<file path="src/pioc_map.svh">
`ifndef PIOC_MAP_SVH
`define PIOC_MAP_SVH

`define PIOC_AW 8
`define PIOC_OFF_OER 8'h10
`define PIOC_OFF_ODR 8'h14
`define PIOC_OFF_OSR 8'h18
`define PIOC_OFF_IFER 8'h20
`define PIOC_OFF_IFDR 8'h24
`define PIOC_OFF_IFSR 8'h28
`define PIOC_OFF_SODR 8'h30
`define PIOC_OFF_CODR 8'h34
`define PIOC_OFF_ODSR 8'h38
`define PIOC_OFF_PDSR 8'h3C
`define PIOC_OFF_IER 8'h40
`define PIOC_OFF_IDR 8'h44
`define PIOC_OFF_IMR 8'h48
`define PIOC_OFF_ISR 8'h4C

`define PIOC_RST_WORD 32'h00000000
`define PIOC_FILT_LEN 2
`define PIOC_SETTLE 3'h4

`endif

</file>
<file path="src/pioc_pkg.sv">
package pioc_pkg;

  typedef logic [31:0] pioc_word_t;
  typedef logic [3:0] pioc_strb_t;
  typedef logic [7:0] pioc_addr_t;

  typedef enum logic [1:0] {
    PIOC_OKAY,
    PIOC_EXOKAY,
    PIOC_SLVERR,
    PIOC_DECERR
  } pioc_resp_e;

endpackage

</file>
<file path="src/pioc_line.sv">
`timescale 1ns/100ps
module pioc_line #(
  parameter int FILT_LEN = 2
) (
  input wire logic sys_clk,
  input wire logic rst_n,
  input wire logic pin,
  input wire logic filt_en,
  output logic lvl
);

  logic s1_q;
  logic s2_q;
  logic lvl_q;
  logic [3:0] cnt_q;
  logic differ;
  logic done;

  assign differ = s2_q != lvl_q;
  assign done = cnt_q == 4'(FILT_LEN - 1);
  assign lvl = lvl_q;

  // First stage feeds only the second stage
  always_ff @(posedge sys_clk)
  begin
    s1_q <= pin;
    s2_q <= s1_q;
  end

  //////////////////////////////////////////////////////////////////////////
  // filter holds off short pulses
  always_ff @(posedge sys_clk)
  begin
    if (!rst_n)
    begin
      lvl_q <= 1'b0;
      cnt_q <= 4'h0;
    end
    else if (!filt_en || (differ && done))
    begin
      lvl_q <= s2_q;
      cnt_q <= 4'h0;
    end
    else if (differ)
      cnt_q <= cnt_q + 4'h1;
    else
      cnt_q <= 4'h0;
  end

endmodule

</file>
<file path="src/pioc_top.sv">
// Implementation choice: the AXI4-Lite slave port.
`timescale 1ns/100ps
`include "pioc_map.svh"
module pioc_top #(
  parameter int FILT_LEN = `PIOC_FILT_LEN
) (
  input wire logic sys_clk,
  input wire logic rst_n,
  input wire pioc_pkg::pioc_addr_t awaddr,
  input wire logic awvalid,
  output logic awready,
  input wire pioc_pkg::pioc_word_t wdata,
  input wire pioc_pkg::pioc_strb_t wstrb,
  input wire logic wvalid,
  output logic wready,
  output logic [1:0] bresp,
  output logic bvalid,
  input wire logic bready,
  input wire pioc_pkg::pioc_addr_t araddr,
  input wire logic arvalid,
  output logic arready,
  output pioc_pkg::pioc_word_t rdata,
  output logic [1:0] rresp,
  output logic rvalid,
  input wire logic rready,
  input wire pioc_pkg::pioc_word_t io_select,
  input wire pioc_pkg::pioc_word_t pin_in,
  output pioc_pkg::pioc_word_t pin_out,
  output pioc_pkg::pioc_word_t pin_oe,
  output pioc_pkg::pioc_word_t periph_in,
  output logic irq
);
  import pioc_pkg::*;

  logic awready_q, wready_q, bvalid_q, arready_q, rvalid_q, irq_q;
  logic aw_full_q, w_full_q;
  logic [1:0] bresp_q, rresp_q;
  pioc_addr_t aw_addr_q;
  pioc_word_t w_data_q, rdata_q;
  pioc_strb_t w_strb_q;
  pioc_word_t osr_q, ifs_q, ods_q, imr_q, isr_q, prev_q;
  pioc_word_t pin_out_q, pin_oe_q;
  logic [2:0] settle_q;

  ////////////////////////////////////////////////////////////////////////////
  // Input sampling
  pioc_word_t lvl;
  genvar gi;
  generate
    for (gi = 0; gi < 32; gi++)
    begin : g_line
      pioc_line #(
        .FILT_LEN(FILT_LEN)
      ) u_line (
        .sys_clk(sys_clk),
        .rst_n(rst_n),
        .pin(pin_in[gi]),
        .filt_en(ifs_q[gi]),
        .lvl(lvl[gi])
      );
    end
  endgenerate
  ////////////////////////////////////////////////////////////////////////////
  // Bus write channel
  logic aw_fire, w_fire, aw_have, w_have, do_wr;
  logic aw_full_d, w_full_d, bvalid_d;
  pioc_addr_t wa;
  pioc_word_t wd, wb;
  pioc_strb_t ws;
  assign aw_fire = awvalid & awready_q;
  assign w_fire = wvalid & wready_q;
  assign aw_have = aw_full_q | aw_fire;
  assign w_have = w_full_q | w_fire;
  assign do_wr = aw_have & w_have;
  assign aw_full_d = aw_have & ~do_wr;
  assign w_full_d = w_have & ~do_wr;
  assign bvalid_d = do_wr | (bvalid_q & ~bready);
  assign wa = aw_full_q ? aw_addr_q : awaddr;
  assign wd = w_full_q ? w_data_q : wdata;
  assign ws = w_full_q ? w_strb_q : wstrb;
  // Lanes without a strobe write zero, which is no effect everywhere
  assign wb = wd & {{8{ws[3]}}, {8{ws[2]}}, {8{ws[1]}}, {8{ws[0]}}};
  logic [7:0] wa_w;
  logic hw_oer, hw_odr, hw_ifer, hw_ifdr, hw_sodr, hw_codr, hw_ier, hw_idr;
  logic wr_ok;
  assign wa_w = {wa[7:2], 2'b00};
  assign hw_oer = wa_w == `PIOC_OFF_OER;
  assign hw_odr = wa_w == `PIOC_OFF_ODR;
  assign hw_ifer = wa_w == `PIOC_OFF_IFER;
  assign hw_ifdr = wa_w == `PIOC_OFF_IFDR;
  assign hw_sodr = wa_w == `PIOC_OFF_SODR;
  assign hw_codr = wa_w == `PIOC_OFF_CODR;
  assign hw_ier = wa_w == `PIOC_OFF_IER;
  assign hw_idr = wa_w == `PIOC_OFF_IDR;
  assign wr_ok = hw_oer | hw_odr | hw_ifer | hw_ifdr | hw_sodr | hw_codr
    | hw_ier | hw_idr;

  always_ff @(posedge sys_clk)
  begin
    if (!rst_n)
    begin
      aw_full_q <= 1'b0;
      w_full_q <= 1'b0;
      awready_q <= 1'b1;
      wready_q <= 1'b1;
      bvalid_q <= 1'b0;
      bresp_q <= PIOC_OKAY;
    end
    else
    begin
      aw_full_q <= aw_full_d;
      w_full_q <= w_full_d;
      awready_q <= ~aw_full_d & ~bvalid_d;
      wready_q <= ~w_full_d & ~bvalid_d;
      bvalid_q <= bvalid_d;
      if (do_wr)
        bresp_q <= wr_ok ? PIOC_OKAY : PIOC_SLVERR;
    end
  end

  always_ff @(posedge sys_clk)
  begin
    if (aw_fire)
      aw_addr_q <= awaddr;
    if (w_fire)
    begin
      w_data_q <= wdata;
      w_strb_q <= wstrb;
    end
  end

  ////////////////////////////////////////////////////////////////////////////
  // Bus read channel
  logic ar_fire, rvalid_d, rd_ok;
  logic [7:0] ra;
  logic hr_osr, hr_ifsr, hr_odsr, hr_pdsr, hr_imr, hr_isr;
  pioc_word_t rd_mux;
  assign ar_fire = arvalid & arready_q;
  assign rvalid_d = ar_fire | (rvalid_q & ~rready);
  assign ra = {araddr[7:2], 2'b00};
  assign hr_osr = ra == `PIOC_OFF_OSR;
  assign hr_ifsr = ra == `PIOC_OFF_IFSR;
  assign hr_odsr = ra == `PIOC_OFF_ODSR;
  assign hr_pdsr = ra == `PIOC_OFF_PDSR;
  assign hr_imr = ra == `PIOC_OFF_IMR;
  assign hr_isr = ra == `PIOC_OFF_ISR;
  assign rd_ok = hr_osr | hr_ifsr | hr_odsr | hr_pdsr | hr_imr | hr_isr;
  assign rd_mux = ({32{hr_osr}} & osr_q) | ({32{hr_ifsr}} & ifs_q)
    | ({32{hr_odsr}} & ods_q) | ({32{hr_pdsr}} & lvl)
    | ({32{hr_imr}} & imr_q) | ({32{hr_isr}} & isr_q);

  always_ff @(posedge sys_clk)
  begin
    if (!rst_n)
    begin
      arready_q <= 1'b1;
      rvalid_q <= 1'b0;
      rresp_q <= PIOC_OKAY;
      rdata_q <= `PIOC_RST_WORD;
    end
    else
    begin
      arready_q <= ~rvalid_d;
      rvalid_q <= rvalid_d;
      if (ar_fire)
      begin
        rdata_q <= rd_mux;
        rresp_q <= rd_ok ? PIOC_OKAY : PIOC_SLVERR;
      end
    end
  end

  ////////////////////////////////////////////////////////////////////////////
  // Line state
  pioc_word_t w_oer, w_odr, w_ifer, w_ifdr, w_sodr, w_codr, w_ier, w_idr;
  pioc_word_t osr_d, ifs_d, ods_d, imr_d, isr_d, edges;
  logic settled, isr_rd;

  assign w_oer = {32{do_wr & hw_oer}} & wb;
  assign w_odr = {32{do_wr & hw_odr}} & wb;
  assign w_ifer = {32{do_wr & hw_ifer}} & wb;
  assign w_ifdr = {32{do_wr & hw_ifdr}} & wb;
  assign w_sodr = {32{do_wr & hw_sodr}} & wb;
  assign w_codr = {32{do_wr & hw_codr}} & wb;
  assign w_ier = {32{do_wr & hw_ier}} & wb;
  assign w_idr = {32{do_wr & hw_idr}} & wb;

  assign osr_d = (osr_q | w_oer) & ~w_odr;
  assign ifs_d = (ifs_q | w_ifer) & ~w_ifdr;
  assign ods_d = (ods_q | w_sodr) & ~w_codr;
  assign imr_d = (imr_q | w_ier) & ~w_idr;

  // Filter and change-detect flops reset to zero, sync flops are not reset; ignore edges until they settle
  assign settled = settle_q == `PIOC_SETTLE;
  assign isr_rd = ar_fire & hr_isr;
  // edges win over the read clear
  assign edges = (lvl ^ prev_q) & {32{settled}};
  assign isr_d = (isr_rd ? `PIOC_RST_WORD : isr_q) | edges;

  always_ff @(posedge sys_clk)
  begin
    if (!rst_n)
    begin
      osr_q <= `PIOC_RST_WORD;
      ifs_q <= `PIOC_RST_WORD;
      ods_q <= `PIOC_RST_WORD;
      imr_q <= `PIOC_RST_WORD;
      isr_q <= `PIOC_RST_WORD;
      prev_q <= `PIOC_RST_WORD;
      settle_q <= 3'h0;
    end
    else
    begin
      osr_q <= osr_d;
      ifs_q <= ifs_d;
      ods_q <= ods_d;
      imr_q <= imr_d;
      isr_q <= isr_d;
      prev_q <= lvl;
      if (!settled)
        settle_q <= settle_q + 3'h1;
    end
  end

  ////////////////////////////////////////////////////////////////////////////
  // Pin drive and interrupt
  always_ff @(posedge sys_clk)
  begin
    if (!rst_n)
    begin
      pin_out_q <= `PIOC_RST_WORD;
      pin_oe_q <= `PIOC_RST_WORD;
      irq_q <= 1'b0;
    end
    else
    begin
      pin_out_q <= ods_q;
      pin_oe_q <= osr_q & io_select;
      irq_q <= |(isr_d & imr_d);
    end
  end

  assign awready = awready_q;
  assign wready = wready_q;
  assign bvalid = bvalid_q;
  assign bresp = bresp_q;
  assign arready = arready_q;
  assign rvalid = rvalid_q;
  assign rdata = rdata_q;
  assign rresp = rresp_q;
  assign pin_out = pin_out_q;
  assign pin_oe = pin_oe_q;
  // filtered level also feeds the peripheral
  assign periph_in = lvl;
  assign irq = irq_q;
endmodule

</file>
<file path="config.mk">
export PLATFORM = sky130hd
export DESIGN_NAME = pioc_top
export DESIGN_NICKNAME = d
export VERILOG_FILES = /design/src/pioc_pkg.sv /design/src/pioc_line.sv /design/src/pioc_top.sv
export VERILOG_INCLUDE_DIRS = /design/src
export SDC_FILE = /design/constraint.sdc
export NUM_CORES = 1
export LEC_CHECK = 0
export BUFFER_PORTS_ARGS = -buffer_cell sky130_fd_sc_hd__buf_2
export CAP_MARGIN = 20
export CORE_ASPECT_RATIO = 1.25
export CORE_MARGIN = 2
export CORE_UTILIZATION = 35
export CTS_CLUSTER_DIAMETER = 40
export DETAILED_ROUTE_END_ITERATION = 7
export SLEW_MARGIN = 5
export SYNTH_ARGS = -nofsm -noshare
export SYNTH_HDL_FRONTEND = slang
export SYNTH_SLANG_ARGS = --single-unit
</file>
<file path="constraint.sdc">
create_clock -name sys_clk -period 4.16 [get_ports sys_clk]
set_input_delay 0.832 -clock sys_clk [delete_from_list [all_inputs] [get_ports sys_clk]]
set_output_delay 0.832 -clock sys_clk [all_outputs]
set_load 0.02 [all_outputs]
</file>
[Yosys cells after proc, flatten, opt, wreduce, memory -nomap -nowiden]
Index checks and enable logic that the tools add are counted.
Cells by class
  reductions and logical operators: 129
  bitwise gates (word level): 112
  $add $sub $neg: 33
  equal/unequal tests: 79
  muxes and demuxes: 6
Operators with widths (count)
  $and 32x32->32: 22
  $or 32x32->32: 10
  $add 4x1->4 const B: 32
  $eq 4x1->1 const B: 32
  $not 32->32: 4
  $reduce_or 3->1: 32
  $mux 32: 2
  $eq 6x4->1 const B: 7
  $not 1->1: 40
  $logic_and 1x1->1: 32
  $logic_not 1->1: 32
  $logic_or 1x1->1: 32
  $ne 1x1->1: 32
  $reduce_or 32->1: 1
  $xor 32x32->32: 1
  $eq 6x5->1 const B: 4
  $and 1x1->1: 19
  $eq 6x3->1 const B: 3
  $or 1x1->1: 16
  $mux 8: 1
  $mux 2: 2
  $mux 4: 1
  $add 3x1->3 const B: 1
  $eq 3x3->1 const B: 1
Word-level totals
  register bits: 571
  logic and storage cells: 510
  bits of input ports: 123

[Logic depth before layout (Yosys ltp)]
  word-level depth: 10
  mapped depth: 10
  depth with buffers taken out: 8

[Cells and area by module]
From an unflattened synthesis, not the netlist that was laid out.
Second synthesis, totals
  cells, all modules: 2071
  area, all modules: 21977.3 um^2
By module, submodules not included
  pioc_top: area an instance 13809.5 um^2, times used 1, cells each 1335
  pioc_line: area an instance 255.2 um^2, times used 32, cells each 23

[Worst setup path before layout]
Ideal clock, no wire load.
  kind: input to register
  start: input port wvalid
  end: register ods_q[15]
  setup time: 0.065 ns
  buffers on the path: 2
  stages: 8
  data arrival time: 2.813 ns
  required time: 4.095 ns
  path slack: 1.283 ns
  cell sequence: and2_1 > nor2_1 > nor2_1 > and3_1 > clkbuf_1 > clkbuf_1 > a21oi_1 > nor2_1
On the way
  longest elaborated chain between the ends: 7
  elaborated cells on any way between the ends: 10
RTL lines
  start, declared: RTL line pioc_top.sv:14  | input wire logic wvalid,
  $and 1x1->1 *: RTL line pioc_top.sv:71  | assign w_fire = wvalid & wready_q;
  $or 1x1->1 *: RTL line pioc_top.sv:73  | assign w_have = w_full_q | w_fire;
  $and 1x1->1 *: RTL line pioc_top.sv:74  | assign do_wr = aw_have & w_have;
  $and 1x1->1 (on tied branches): RTL line pioc_top.sv:183, pioc_top.sv:184
  $and 32x32->32 (on tied branches): RTL line pioc_top.sv:183, pioc_top.sv:184
  $or 32x32->32 or $not 32->32 (tied branches): RTL line pioc_top.sv:190  | assign ods_d = (ods_q | w_sodr) & ~w_codr;
  $and 32x32->32 *: RTL line pioc_top.sv:190
  end signal, assigned: RTL line pioc_top.sv:206  | ods_q <= `PIOC_RST_WORD;
  end signal, assigned: RTL line pioc_top.sv:216  | ods_q <= ods_d;
  end, declared: RTL line pioc_top.sv:41  | pioc_word_t osr_q, ifs_q, ods_q, imr_q, isr_q, prev_q;
Every way passes the cells marked *; elsewhere a longest branch is shown, timed or not.
A chain may end at the register's enable or synchronous reset.

[Worst setup path in the final report]
  start: register aw_full_q
  end: register irq_q (netlist: irq)
On the way
  longest elaborated chain between the ends: 8
  elaborated cells on any way between the ends: 14
RTL lines
  start, declared: RTL line pioc_top.sv:36  | logic aw_full_q, w_full_q;
  start signal, assigned: RTL line pioc_top.sv:111  | aw_full_q <= aw_full_d;
  $mux 8 or $or 1x1->1 (tied branches): RTL line pioc_top.sv:78, pioc_top.sv:72
  $eq 6x5->1 (no line) or $and 1x1->1 (tied branches)
  $and 1x1->1 (on tied branches): RTL line pioc_top.sv:185, pioc_top.sv:186
  $and 32x32->32 (on tied branches): RTL line pioc_top.sv:185, pioc_top.sv:186
  $or 32x32->32 or $not 32->32 (tied branches): RTL line pioc_top.sv:191  | assign imr_d = (imr_q | w_ier) & ~w_idr;
  $and 32x32->32 *: RTL line pioc_top.sv:191
  $and 32x32->32 *: RTL line pioc_top.sv:239  | irq_q <= |(isr_d & imr_d);
  $reduce_or 32->1 *: RTL line pioc_top.sv:239
  end signal, assigned: RTL line pioc_top.sv:239
  end, declared: RTL line pioc_top.sv:35  | logic awready_q, wready_q, bvalid_q, arready_q, rvalid_q, irq_q;
Marks and branches as above.

==> results.yml <==
clock_tree:
  tritoncts: "done"
  cts_buffers: 79
  cts_resized: 0
  insertion_delay_ns: 0.63
  cts_htree_levels: 3
  hold_buffers: 0
  clockBufferDepth: 3
  cts_num_sinks: 567
  clk_pin_slew_ns: 0.06
  post-cts-setup-buffer-count: 0
  cts_root_buf: "clkbuf_16"
detailed_routing:
  first_pass_iters: 7
  ant_nets: 0
  totalWireLength_mm: 64.58
  vias: 17417
  wl_per_cell_um: 19.35
  drcViolationCount: 0
  routed_via_density: 5.219
  dr.first_iter.drc_count: 1205
setup_path:
  reg2reg_slack_ns: 0.64
  r2r_end: "irq"
  reg2reg_depth: 8
  cp_data_required_time_ns: 4.66
  end_kind: "flip-flop"
  timing.rr.start: "aw_full_q"
  crit_fanout: 16
  start_kind: "flip-flop"
  worstPathArrival_ns: 4.02
  crit_type: "flip-flop to flip-flop"
power:
  p_int_mw: 9.971
  powerDensity_mw_per_mm2: 499.4
  power_leakage_nw: 10.73
  p_sw_mw: 3.285
  clockPowerShare_pct: 50.8
  ir_drop_v: 0.0003273
  p_sw_share_pct: 24.78
  combPwrFrac_pct: 5.6
  p_seq_share_pct: 43.6
placement:
  hpwl_mm: 43.60
  post-place-ws_ns: 0.4844
  dp_cells: 3184
  port_buffers: 254
  gp_congestion: 0.7981
global_route:
  track_usage_pct: 19.51
  grt_pass1_wl_mm: 98.57
  grt_max_degree: 120
  grt_overflow: 0
  antenna_found_initial: 9
  grt_pass1_vias: 17326
timing:
  drv_slew: 0
  final.setup.worst_slack_ns: 0.6435
  hold_viol_final: 0
  timing.fmax_mhz: 284.4
  layout_min_cycle_time_ns: 3.517
  clock-skew-final_ns: 0.02398
  grt_setup_unrepaired: "false"
  setup_viol: 0
  period_share_pct: 84.53
  worst_pin_slew_ns: 0.9250
  slew_headroom_pct: 38.34
  tns_ns: 0
floorplanning:
  core_sq_mm: 0.06202
  initial_core_util_pct: 35.36
  rows: 102
  dieArea_sq_mm: 0.06469
  io_pins: 261
  fp.dieW_um: 227.9
  dieHeight_um: 283.9
hold_path:
  hold_class: "input pin to flip-flop"
  min_to: "g_line[4].u_line.s1_q"
  min_path_cells: 1
  hp-start: "pin_in[4]"
run_status:
  status: "finished, final reports clean"
cells_and_area:
  final_cell_count_no_fill: 3337
  layout_common_cells: "dfxtp_1, nor2_1, buf_2"
  area_growth_pct: 21.05
  final_common_cell: "dfxtp_1"
  num-fill-cells: 6022
  layout-drive-gt1-share_pct: 18.05
  final_nets: 2622
synth:
  synthCells: 2221
  ys_ff_latch: 567
  syn_area_per_cell_sq_um: 9.874
  yosys.area.top_type: "dfxtp_1"
  synth.yosys.seq_area_share_pct: 53.68
  yosys_warnings: 0
  synth-edff-count: 42
  synth_ff_type: "dfxtp_1"
  synth.distinct_cells: 57
  yosys.area.top_type_share_pct: 47.93
  async_reset_ff_share_pct: 0
  synth_area_leaders: "dfxtp_1, edfxtp_1, nor2_1"
  synth_area_sq_mm: 0.02193
run:
  maxCapViolCount: 0
==> power by group through the flow <==
stage / clock network, mW / logic (mW) / registers [mW]
6_report: 6.74 / 0.741 / 5.78
5_1_grt: 7.13 / 0.803 / 5.79
4_1_cts: 6.88 / 0.740 / 5.77
3_5_place_dp: 0 / 0.735 / 5.89
3_3_place_gp: 0 / 0.723 / 5.89
2_1_floorplan: 0 / 0.439 / 5.88
==> per-layer routing <==
layer | GRT usage, % | vias up | wire length (um)
li1 | - | 8221 | -
met1 | 23.00 | 8472 | 26300
met2 | 32.77 | 580 | 31400
met3 | 4.743 | 140 | 4270
met4 | 10.34 | 4 | 2591
met5 | 0 | - | 16
==> worst max-delay path: stages (launching register included) <==
cell and delay [ns]:
dfxtp_1 0.67, a21o_1 0.20, nand2_1 0.56, buf_4 0.44, o31ai_1 0.29, a21oi_1 0.13, a2111oi_0 0.51, o2111ai_1 0.22
o41a_1 0.36
==> logic make-up (layout without fill, tap and decap cells) <==
group / after synthesis / after routing / share of synthesized area, %
simple gates: 683 / 683 / 15.30
mux: 46 / 46 / 2.140
flops: 567 / 567 / 53.68
buf+inv: 195 / 471 / 4.028
other cells: 1 / 9 / 0.01710
compound gates: 534 / 534 / 15.92
xor+xnor: 129 / 129 / 5.152
fa+ha+maj: 66 / 66 / 3.766
==> registers in the layout, summed over array words and instances (netlist names), 3 cells and up <==
register,flops
aw_addr_q,6
g_line.u_line.cnt_q,128
g_line.u_line.lvl,32
g_line.u_line.s1_q,32
g_line.u_line.s2_q,32
ifs_q,32
imr_q,32
isr_q,32
ods_q,32
osr_q,32
pin_oe,32
pin_out,32
prev_q,32
rdata,32
settle_q,3
w_data_q,32
w_strb_q,4
==> stage by stage <==
stage,util [%],hold slack [ns],power [mW],cell area (sq um)
floorplan,-,0.3096,6.322,21930
global placement,38.46,0.3116,6.609,23850
detailed placement,38.46,0.3121,6.626,23850
CTS,42.77,0.2525,13.40,26530
global route,42.80,0.2691,13.72,26540
finish,42.80,0.2982,13.26,26550
==> cell type report <==
class                      count  area [sq um]  share of cell area, %
multi-input combinational   1460          9341                  35.19
clock inverter                49         529.3                  1.994
timing repair buffer         284          1544                  5.816
sequential                   567         11770                  44.35
antenna                        7         17.52                0.06598
inverter                      41         153.9                 0.5797
clock buffer                  97          2147                  8.088
tap                          832          1041                  3.921
==> synth_stat cells (3+ instances only) <==
master,instances
a21boi_0,20
a21oi_1,116
a221oi_1,32
a22o_1,65
a22oi_1,75
a31oi_1,33
and2_0,3
and2_1,91
and3_1,36
buf_1,3
buf_2,12
buf_4,34
clkbuf_1,103
dfxtp_1,525
edfxtp_1,42
ha_1,66
inv_1,41
mux2_2,7
mux2i_1,39
nand2_1,56
nand2b_1,5
nand3_1,80
nand4_1,50
nor2_1,278
nor2b_1,61
nor3_1,12
nor4_1,3
o2111ai_1,4
o21a_1,13
o21ai_0,144
o31ai_1,15
xnor2_1,33
xor2_1,96
==> how the worst max path moves through the flow <==
| stage | start | to | slack, ns | cells past startpoint |
|---|---|---|---|---|
| floorplan | wvalid | ods_q[15] | 1.28 | 8 |
| global placement | awaddr[3] | irq | 0.53 | 8 |
| detailed placement | awaddr[3] | irq | 0.48 | 8 |
| CTS | aw_full_q | irq | 0.61 | 8 |
| global route | aw_full_q | irq | 0.27 | 8 |
| finish | aw_full_q | irq | 0.64 | 8 |
No activity file was read; power rests on OpenSTA's default activity.
